$ cat src/pkg/wcc_map.svh
// Purpose: offsets, field positions, reset values and codes of the
//          waveform capture command handler
// Assumes: byte address of a register is four times its word index
// Notes: definitions only
`ifndef WCC_MAP_SVH
`define WCC_MAP_SVH

// word indexes on the bus
`define WCC_WI_CTRL 7'h00
`define WCC_WI_CMD 7'h01
`define WCC_WI_STATUS 7'h02
`define WCC_WI_PWD 7'h03
`define WCC_WI_RELAY 7'h04
`define WCC_WI_TRIG 7'h05
`define WCC_WI_POSMODE 7'h06
`define WCC_WI_REQ 7'h10
`define WCC_WI_UID 7'h20
`define WCC_WI_RSP 7'h40

// frame sizes in bytes
`define WCC_REQ_BYTES 15
`define WCC_UID_BYTES 15
`define WCC_RSP_BYTES 27

// request byte positions (0 = msg 1/1)
`define WCC_RQ_CODE 5
`define WCC_RQ_TRIG1 6
`define WCC_RQ_POS 10
`define WCC_RQ_MODE 11
`define WCC_RQ_SUMHI 13
`define WCC_RQ_SUMLO 14

// response byte positions
`define WCC_RS_UID 3
`define WCC_RS_TRIG1 18
`define WCC_RS_POS 22
`define WCC_RS_MODE 23
`define WCC_RS_SPARE 24
`define WCC_RS_SUMHI 25
`define WCC_RS_SUMLO 26

`define WCC_CODE_DEFINE 8'hE0
`define WCC_CODE_SHOW 8'hE1
`define WCC_RSP_MSGS 8'h09

// trigger byte 3 bits 3,4 and all of byte 4 select nothing
`define WCC_TRIG_SEL_MASK 24'hE7FFFF
`define WCC_MODE_MASK 8'hC3
`define WCC_MODE_SINGLE 6
`define WCC_MODE_APPEND 7

`define WCC_POS_MAX_8 8'h20
`define WCC_POS_MAX_16 8'h40
`define WCC_POS_MAX_32 8'h80
`define WCC_POS_MAX_64 8'hFF

`define WCC_SAMPLES_PER_REC 8'h08
`define WCC_CHANNELS 8'h07

`define WCC_PWD_RST 32'h0000_0000
`define WCC_MODE_RST 8'h00
`define WCC_POS_RST 8'h00
`define WCC_FDR_RST 1'b0
`endif

$ cat src/pkg/wcc_pkg.sv
// Purpose: types of the waveform capture command handler
// Assumes: wcc_map.svh holds the numbers
// Notes: one packed struct carries all state
`default_nettype none
package wcc_pkg;
  typedef enum logic [1:0] {
    WCC_ST_IDLE = 2'b01,
    WCC_ST_EXEC = 2'b10
  } wcc_state_t;

  typedef enum logic [3:0] {
    WCC_SUB_DEFINE = 4'h0, WCC_SUB_SHOW = 4'h1, WCC_SUB_ARM = 4'h2,
    WCC_SUB_DISARM = 4'h3, WCC_SUB_HDR = 4'h4, WCC_SUB_FIRST = 4'h5,
    WCC_SUB_NEXT = 4'h6, WCC_SUB_RETX = 4'h7, WCC_SUB_ACQ = 4'h8
  } wcc_sub_t;

  typedef enum logic [3:0] {
    WCC_RES_NONE = 4'h0, WCC_RES_OK = 4'h1, WCC_RES_BAD_SUB = 4'h2,
    WCC_RES_UNSUP = 4'h3, WCC_RES_BAD_SUM = 4'h4, WCC_RES_BAD_PWD = 4'h5,
    WCC_RES_BAD_CODE = 4'h6, WCC_RES_BAD_POS = 4'h7, WCC_RES_NOFMT = 4'h8
  } wcc_res_t;

  typedef struct packed {
    wcc_state_t st;
    logic ack;
    logic [31:0] dat;
    logic fdr;
    logic [3:0] sub;
    wcc_res_t res;
    logic [31:0] pwd;
    logic [7:0] relay;
    logic [31:0] trig;
    logic [7:0] pos;
    logic [7:0] mode;
    logic [14:0][7:0] req;
    logic [14:0][7:0] uid;
    logic [26:0][7:0] rsp;
    logic armed;
    logic hit;
    logic cap;
    logic [23:0] sync1;
    logic [23:0] sync2;
  } wcc_regs_t;
endpackage
`default_nettype wire

$ cat src/hw/wcc_top.sv
// Purpose: waveform capture command handler, subcommands 0 to 8
// Assumes: classic wishbone master; element pickups arrive asynchronously
// Notes: a command runs one cycle after the command word is written
//
// How it works
// RQ1 - subcommand 0..8: define, show, arm, disarm, headers, fetches, status
// RQ2 - with the fault recorder feature set, every subcommand is refused
// RQ3 - enabled trigger bits are ORed; any selected pickup starts a capture
// RQ4 - host puts the four password bytes first, most significant first
// RQ5 - define request carries command code 0xE0
// RQ6 - byte one bits select ground then phase overcurrent elements
// RQ7 - byte two bits select directional, 46, 27, 59, 79, 81S, 81R
// RQ8 - byte three: trip, breaker open, external input, 59G, 32P, 32N
// RQ9 - trigger byte four is reserved and selects nothing
// RQ10 - trigger position limit 255, 128, 64 or 32 by record size
// RQ11 - mode bits 1:0 give 8x8, 4x16, 2x32 or 1x64 quarter cycles
// RQ12 - mode bit 6 turns single shot capture on
// RQ13 - mode bit 7 turns append record capture on
// RQ14 - show response starts with relay status then code 0xE1
// RQ15 - show response declares nine messages
// RQ16 - show response carries fifteen unit name characters
// RQ17 - show response echoes trigger bytes, position and mode
// RQ18 - quarter cycle records of eight samples per channel
// RQ19 - seven analog channels: three currents, neutral, three voltages
// RQ20 - frames end spare plus 16-bit sum; bad sum is rejected
// RQ21 - wrong password rejects define, settings unchanged
//
// The implementer's own choices: the register offsets and the Wishbone interface to the registers.
`timescale 1ns/1ps
`include "wcc_map.svh"
`default_nettype none
module wcc_top
  import wcc_pkg::*;
(
  input wire logic clk_sys_i,
  input wire logic rst_n_i,
  input wire logic wb_cyc_i,
  input wire logic wb_stb_i,
  input wire logic wb_we_i,
  input wire logic [8:0] wb_adr_i,
  input wire logic [3:0] wb_sel_i,
  input wire logic [31:0] wb_dat_i,
  output logic [31:0] wb_dat_o,
  output logic wb_ack_o,
  input wire logic [23:0] pickup_i,
  output logic capture_start_o,
  output logic armed_o,
  output logic single_shot_o,
  output logic append_o,
  output logic [1:0] rec_layout_o,
  output logic [7:0] trig_pos_o
);

  wcc_regs_t r;
  wcc_regs_t n;

  function automatic logic [15:0] wcc_sum(input logic [26:0][7:0] b,
                                          input int cnt);
    logic [15:0] s;
    s = 16'h0000;
    for (int i = 0; i < 27; i++) begin
      if (i < cnt) begin
        s = s + {8'h00, b[i]};
      end
    end
    return s;
  endfunction

  function automatic logic [7:0] wcc_pos_max(input logic [1:0] m);
    logic [7:0] v;
    unique case (m)
      2'b00: v = `WCC_POS_MAX_8;
      2'b01: v = `WCC_POS_MAX_16;
      2'b10: v = `WCC_POS_MAX_32;
      2'b11: v = `WCC_POS_MAX_64;
    endcase
    return v;
  endfunction

  function automatic logic [31:0] wcc_wmask(input logic [31:0] o,
                                            input logic [31:0] d,
                                            input logic [3:0] s);
    logic [31:0] v;
    v = o;
    for (int i = 0; i < 4; i++) begin
      if (s[i]) begin
        v[i*8 +: 8] = d[i*8 +: 8];
      end
    end
    return v;
  endfunction

  function automatic logic [23:0] wcc_sel(input logic [31:0] t);
    return t[23:0] & `WCC_TRIG_SEL_MASK;
  endfunction

  logic access;
  logic [6:0] idx;
  logic [6:0] off_req;
  logic [6:0] off_uid;
  logic [6:0] off_rsp;
  logic any_hit;
  logic [15:0] req_sum;
  logic req_sum_ok;
  logic pwd_ok;

  assign access = wb_cyc_i & wb_stb_i & ~r.ack;
  assign idx = wb_adr_i[8:2];
  assign off_req = idx - `WCC_WI_REQ;
  assign off_uid = idx - `WCC_WI_UID;
  assign off_rsp = idx - `WCC_WI_RSP;
  // pickup bit positions equal trigger byte bits 1..3
  assign any_hit = |(r.sync2 & wcc_sel(r.trig)); // RQ3
  assign req_sum = wcc_sum({96'h0, r.req}, `WCC_RQ_SUMHI);
  assign req_sum_ok = (req_sum ==
    {r.req[`WCC_RQ_SUMHI], r.req[`WCC_RQ_SUMLO]}); // RQ20
  assign pwd_ok = ({r.req[0], r.req[1], r.req[2], r.req[3]} == r.pwd); // RQ4

  always_comb begin
    logic [26:0][7:0] rb;
    rb = r.rsp;
    n = r;
    n.ack = access;
    n.cap = 1'b0;
    n.sync1 = pickup_i;
    n.sync2 = r.sync1;

    // capture start; single shot disarms on the first trigger
    if (r.armed && any_hit) begin // RQ3
      n.cap = 1'b1;
      n.hit = 1'b1;
      if (r.mode[`WCC_MODE_SINGLE]) begin // RQ12
        n.armed = 1'b0;
      end
    end

    if (access) begin
      n.dat = 32'h0000_0000;
      if (!wb_we_i) begin
        if (idx == `WCC_WI_CTRL) begin
          n.dat = {31'h0, r.fdr};
        end else if (idx == `WCC_WI_STATUS) begin
          n.dat = {18'h0, r.mode[`WCC_MODE_SINGLE],
                   r.mode[`WCC_MODE_APPEND], r.sub, r.res,
                   1'b0, r.hit, r.armed, (r.st == WCC_ST_EXEC)};
        end else if (idx == `WCC_WI_PWD) begin
          n.dat = r.pwd;
        end else if (idx == `WCC_WI_RELAY) begin
          n.dat = {24'h0, r.relay};
        end else if (idx == `WCC_WI_TRIG) begin
          n.dat = r.trig;
        end else if (idx == `WCC_WI_POSMODE) begin
          n.dat = {`WCC_CHANNELS, `WCC_SAMPLES_PER_REC,
                   r.mode, r.pos}; // RQ18 RQ19
        end else if (off_req < 7'(`WCC_REQ_BYTES)) begin
          n.dat = {24'h0, r.req[off_req[3:0]]};
        end else if (off_uid < 7'(`WCC_UID_BYTES)) begin
          n.dat = {24'h0, r.uid[off_uid[3:0]]};
        end else if (off_rsp < 7'(`WCC_RSP_BYTES)) begin
          n.dat = {24'h0, r.rsp[off_rsp[4:0]]};
        end
      end else begin
        if (idx == `WCC_WI_CTRL && wb_sel_i[0]) begin
          n.fdr = wb_dat_i[0];
        end else if (idx == `WCC_WI_CMD && wb_sel_i[0]) begin
          // a command word while one is running is dropped
          if (r.st == WCC_ST_IDLE) begin
            n.sub = wb_dat_i[3:0];
            n.res = WCC_RES_NONE;
            n.st = WCC_ST_EXEC;
          end
        end else if (idx == `WCC_WI_PWD) begin
          n.pwd = wcc_wmask(r.pwd, wb_dat_i, wb_sel_i);
        end else if (idx == `WCC_WI_RELAY && wb_sel_i[0]) begin
          n.relay = wb_dat_i[7:0];
        end else if (off_req < 7'(`WCC_REQ_BYTES) && wb_sel_i[0]) begin
          n.req[off_req[3:0]] = wb_dat_i[7:0];
        end else if (off_uid < 7'(`WCC_UID_BYTES) && wb_sel_i[0]) begin
          n.uid[off_uid[3:0]] = wb_dat_i[7:0];
        end
      end
    end

    unique case (r.st)
      WCC_ST_IDLE: begin
      end
      WCC_ST_EXEC: begin
        n.st = WCC_ST_IDLE;
        if (r.fdr) begin
          n.res = WCC_RES_UNSUP; // RQ2
        end else begin
          case (r.sub) // RQ1
            WCC_SUB_DEFINE: begin
              if (!req_sum_ok) begin
                n.res = WCC_RES_BAD_SUM; // RQ20
              end else if (!pwd_ok) begin
                n.res = WCC_RES_BAD_PWD; // RQ21
              end else if (r.req[`WCC_RQ_CODE] != `WCC_CODE_DEFINE) begin
                n.res = WCC_RES_BAD_CODE; // RQ5
              end else if (r.req[`WCC_RQ_POS] >
                           wcc_pos_max(r.req[`WCC_RQ_MODE][1:0])) begin
                n.res = WCC_RES_BAD_POS; // RQ10
              end else begin
                // byte 4 is kept for the echo only
                n.trig = {r.req[`WCC_RQ_TRIG1 + 3], r.req[`WCC_RQ_TRIG1 + 2],
                          r.req[`WCC_RQ_TRIG1 + 1],
                          r.req[`WCC_RQ_TRIG1]}; // RQ6 RQ7 RQ8 RQ9
                n.pos = r.req[`WCC_RQ_POS];
                n.mode = r.req[`WCC_RQ_MODE] & `WCC_MODE_MASK; // RQ11
                n.res = WCC_RES_OK;
              end
            end
            WCC_SUB_SHOW: begin
              rb[0] = r.relay; // RQ14
              rb[1] = `WCC_CODE_SHOW;
              rb[2] = `WCC_RSP_MSGS; // RQ15
              for (int i = 0; i < `WCC_UID_BYTES; i++) begin
                rb[`WCC_RS_UID + i] = r.uid[i]; // RQ16
              end
              for (int i = 0; i < 4; i++) begin
                rb[`WCC_RS_TRIG1 + i] = r.trig[i*8 +: 8]; // RQ17
              end
              rb[`WCC_RS_POS] = r.pos;
              rb[`WCC_RS_MODE] = r.mode;
              rb[`WCC_RS_SPARE] = 8'h00;
              {rb[`WCC_RS_SUMHI], rb[`WCC_RS_SUMLO]} =
                wcc_sum(rb, `WCC_RS_SUMHI); // RQ20
              n.rsp = rb;
              n.res = WCC_RES_OK;
            end
            WCC_SUB_ARM: begin
              n.armed = 1'b1;
              // a capture started in this very cycle (already armed) still counts as a hit; else hit clears
              n.hit = n.cap;
              n.res = WCC_RES_OK;
            end
            WCC_SUB_DISARM: begin
              n.armed = 1'b0;
              n.res = WCC_RES_OK;
            end
            WCC_SUB_ACQ: begin
              n.res = WCC_RES_OK;
            end
            WCC_SUB_HDR, WCC_SUB_FIRST, WCC_SUB_NEXT, WCC_SUB_RETX: begin
              // record data is not held by this block
              n.res = WCC_RES_NOFMT;
            end
            default: begin
              n.res = WCC_RES_BAD_SUB; // RQ1
            end
          endcase
        end
      end
      default: begin
        n.st = WCC_ST_IDLE;
      end
    endcase
  end

  always_ff @(posedge clk_sys_i or negedge rst_n_i) begin
    if (!rst_n_i) begin
      r <= '0;
      r.st <= WCC_ST_IDLE;
      r.fdr <= `WCC_FDR_RST;
      r.pwd <= `WCC_PWD_RST;
      r.mode <= `WCC_MODE_RST;
      r.pos <= `WCC_POS_RST;
    end else begin
      r <= n;
    end
  end

  assign wb_dat_o = r.dat;
  assign wb_ack_o = r.ack;
  assign capture_start_o = r.cap;
  assign armed_o = r.armed;
  assign single_shot_o = r.mode[`WCC_MODE_SINGLE]; // RQ12
  assign append_o = r.mode[`WCC_MODE_APPEND]; // RQ13
  assign rec_layout_o = r.mode[1:0]; // RQ11
  assign trig_pos_o = r.pos;

  logic exec_define;
  logic exec_show;
  logic sel_fire;
  assign sel_fire = r.armed && |(r.sync2 & `WCC_TRIG_SEL_MASK & r.trig[23:0]);
  assign exec_define = (r.st == WCC_ST_EXEC) && !r.fdr &&
                       (r.sub == WCC_SUB_DEFINE);
  assign exec_show = (r.st == WCC_ST_EXEC) && !r.fdr &&
                     (r.sub == WCC_SUB_SHOW);
endmodule // wcc_top
`default_nettype wire

$ cat config.mk
export PLATFORM = sky130hd
export DESIGN_NAME = wcc_top
export DESIGN_NICKNAME = d
export VERILOG_FILES = /design/src/pkg/wcc_pkg.sv /design/src/hw/wcc_top.sv
export VERILOG_INCLUDE_DIRS = /design/src /design/src/pkg
export SDC_FILE = /design/constraint.sdc
export NUM_CORES = 2
export LEC_CHECK = 0
export BUFFER_PORTS_ARGS = -buffer_cell sky130_fd_sc_hd__buf_2
export CELL_PAD_IN_SITES_DETAIL_PLACEMENT = 0
export CELL_PAD_IN_SITES_GLOBAL_PLACEMENT = 2
export CORE_MARGIN = 5
export CORE_UTILIZATION = 39
export DETAILED_ROUTE_END_ITERATION = 8
export PLACE_DENSITY_LB_ADDON = 0.1
export RECOVER_POWER = 100
export SLEW_MARGIN = 20
export SYNTH_ARGS = -nofsm -noshare
export SYNTH_HDL_FRONTEND = slang
export SYNTH_SLANG_ARGS = --single-unit
$ cat constraint.sdc
create_clock -name clk_sys_i -period 14.1 [get_ports clk_sys_i]
set_input_delay 2.82 -clock clk_sys_i [delete_from_list [all_inputs] [get_ports clk_sys_i]]
set_output_delay 2.82 -clock clk_sys_i [all_outputs]
set_load 0.01 [all_outputs]
==> metrics.csv <==
stage;metric;value;unit
cells_and_area;area_growth;18.3;%
cells_and_area;layout_common_cells;dfrtp_1, mux2_2, buf_4, nand2_1, inv_1;
yosys;ys_ff_latch;604;
pwr;p_clk_share;19.6;%
yosys;async_flop_share;100;%
route;route.detailed.drc;0;
yosys;syn_area;0.0388;sq mm
pwr;p_leak;21.7;nW
sta;finalHoldViolCount;0;
critical_path;cp.required;14.56;ns
clock_network;numCtsBuffers;72;
sta;fmax;69.5;MHz
yosys;synth_enable_flop_cells;0;
yosys;synth_top_cells_by_area;dfrtp_1, mux2_2, ha_1, mux4_2, fa_1;
grt;grt_first_pass_wirelength;193000;microns
cells_and_area;fin_nets;4071;
yosys;netlist.area_leader.share;38.8;%
clock_network;clkTransAtPathRegs;0.06;ns
grt;grt_use_total;23.9;%
route;routedWlPerCell;25.5;microns
pwr;combPwrFrac;62.4;%
floorplan;io_pins;121;
clock_network;clockBufferDepth;3;
placement;pre_cts_slack;-0.916;ns
placement;dp_cells;4862;
yosys;netlist-cell-type-count;114;
yosys;yosys.area.top_type;dfrtp_1;
route;viasPerCell;5.56;
yosys;yosysWarnings;0;
pwr;max-vdd-ir-drop;0.268;mV
pwr;p_int;6.05;mW
floorplan;coreArea;0.0986;sq mm
yosys;synthFlopType;dfrtp_1;
clock_network;clkLatencyLatePin;0.63;ns
critical_path;max_stage_delay;0.44;ns
critical_path;worstSetupPathType;reg -> reg;
run_status;violations;capacitance limit, slew limit, setup timing;
critical_path;worstPathMaxFanout;5;
placement;hpwl;95300;microns
sta;slew_headroom;-237;%
yosys;postSynthAreaPerCell;11.5;sq um
yosys;syn-num-nets;3772;
clock_network;cts_sinks;604;
clock_network;cts_root_buf;clkbuf_16;
cells_and_area;stdcell_count;5035;
yosys;ys_seq_area_share;38.9;%
floorplan;die_width;326;microns
grt;grt_pass1_vias;29400;
clock_network;h-tree-depth;3;
grt;grt_max_degree;179;
clock_network;cts_tree;built;
critical_path;path_common_cell;ha_1;
floorplan;die-area;0.106;sq mm
grt;antenna_found_initial;7;
grt;overflow;0;
sta;final_max_slew_viol_count;86;
route;wirelength;129000;microns
pwr;sw_frac_of_total;38.7;%
sta;hold_slack;0.343;ns
pwr;p_sw;3.82;mW
sta;fin_skew;0.0235;ns
cells_and_area;final_common_cell;dfrtp_1;
critical_path;cp-start-kind;flip-flop;
sta;worst_slack;-0.286;ns
placement;routabilityCongestion;0.896;
sta;rsz0062_at_grt;true;
critical_path;critPathArrivalTime;14.85;ns
critical_path;crit_slowest_cell;dfrtp_2;
run_status;status;complete, but fails checks;
pwr;p_per_area;215;mW/mm^2
route;dr.pass1.iters;5;
route;ant_nets;0;
route;vias;28000;
route;initialDrtViolationCount;1652;
sta;period_minus_slack;14.39;ns
sta;setup_viol;6;
pwr;p_seq_share;18.0;%
placement;placedInstanceArea;0.0421;sq mm
cells_and_area;final_cell_area;0.0459;sq mm
cells_and_area;drive_above_1_share;35.1;%
critical_path;worstSetupEndpointType;flip-flop;
flow_run;maxCapViolCount;1;
yosys;synthCells;3390;
floorplan;die_h;326;microns
hold_path;hp-class;reg -> reg;
floorplan;start_util;39.4;%
placement;portBuffers;116;
floorplan;rows;115;
sta;worst_pin_slew;5.05;ns
sta;fin_crit_sh;102;%
[critical path, delay by kind of cell (launching register included)]
kind,cells,cell delay (ns)
fa+ha+maj,23,7.02
simple gates,4,0.49
xor+xnor,15,2.44
flops,1,0.44
buf+inv,4,0.53
compound gates,25,3.30
[cell families (layout without fill, tap and decap cells)]
logic type / Yosys count / count (layout) / synth area share, %
xor gates and xnor gates: 249 / 249 / 6.19
muxes: 610 / 610 / 20.6
buffers and inverters: 375 / 730 / 4.18
other: 0 / 3 / 0
DFF: 604 / 604 / 38.9
AOI/OAI and AO/OA: 635 / 635 / 10.5
adders and majority gates: 312 / 312 / 12.1
and+or+nand+nor: 605 / 605 / 7.50
[per-stage QoR]
stage / utilization [%] / TNS, ns / power (mW)
4_1_cts: 45.9 / -1.70 / 9.15
3_3_place_gp: 42.7 / -5.18 / 6.77
5_1_grt: 46.6 / -6.32 / 10.6
3_5_place_dp: 42.7 / -5.43 / 6.80
6_report: 46.6 / -1.14 / 9.87
2_1_floorplan: - / 0 / 5.18
[power by group through the flow]
| stage | Sequential (mW) | Clock, mW | Combinational [mW] |
|---|---|---|---|
| finish | 1.77 | 1.94 | 6.15 |
| detailed placement | 1.81 | 0 | 5.00 |
| floorplan | 1.80 | 0 | 3.38 |
| global placement | 1.81 | 0 | 4.96 |
| global route | 1.78 | 2.05 | 6.77 |
| CTS | 1.77 | 1.98 | 5.39 |
[worst paths after layout]
check / cells past startpoint / to / from / slack [ns]
setup / recovery: 71 / r[256] / r[556] / -0.29
min in group asynchronous: 1 / r[483] / rst_n_i / 4.02
hold / removal: 0 / r[16] / n[16] / 0.34
hold reg to reg: 0 / r[16] / n[16] / 0.34
max in group asynchronous: 4 / r[143] / rst_n_i / 5.70
setup reg to reg: 71 / r[256] / r[556] / -0.29
[per-layer routing]
metal	global-route usage [%]	share of wire [%]	routed length, microns
met5	0	0.031	40
met4	7.21	3.2	4090
met3	3.14	4.0	5130
met2	42.4	50	64900
met1	30.7	42	54400
[sequential cells by signal, summed over array words and instances, names as in the netlist]
signal / flops
r: 535
wb_dat_o: 32
n: 22
trig_pos_o: 8
rec_layout_o: 2
append_o: 1
armed_o: 1
capture_start_o: 1
single_shot_o: 1
wb_ack_o: 1
[timing repair]
item,in CTS,in global routing
resized for setup,114,99
buffers inserted,26,17
hold buffers,0,0
setup endpoints to repair,9,9
hold endpoints to repair,0,0
pin swaps,91,84
[Yosys cell counts (all sizes together) (6+ instances only)]
library cell,count
a31oi,15
clkbuf,106
mux4,102
ha,202
nand4,20
or3,7
xnor2,185
nand3,31
fa,106
mux2i,37
nor4,15
o31ai,11
a21oi,139
buf,65
dfrtp,603
mux2,471
nor3,40
or2,9
a22o,10
nor2,140
and3,6
nand2b,33
o211ai,20
nand3b,6
or4,8
a21boi,9
o21ai,199
inv,202
a211oi,18
o21a,32
a21o,46
nand2,218
and2,11
o22ai,8
nor2b,42
xor2,61
a22oi,27
o21bai,40
a221oi,22
[final cells by class]
class	count	area (sq um)
sequential	604	15100
clock inverter	30	404
multi-input combinational	2411	23200
tap	1287	1610
antenna	3	7.51
inverter	203	762
timing repair buffer	397	2800
fill	9062	52600
clock buffer	100	2060
(Power assumes the default switching activity.)
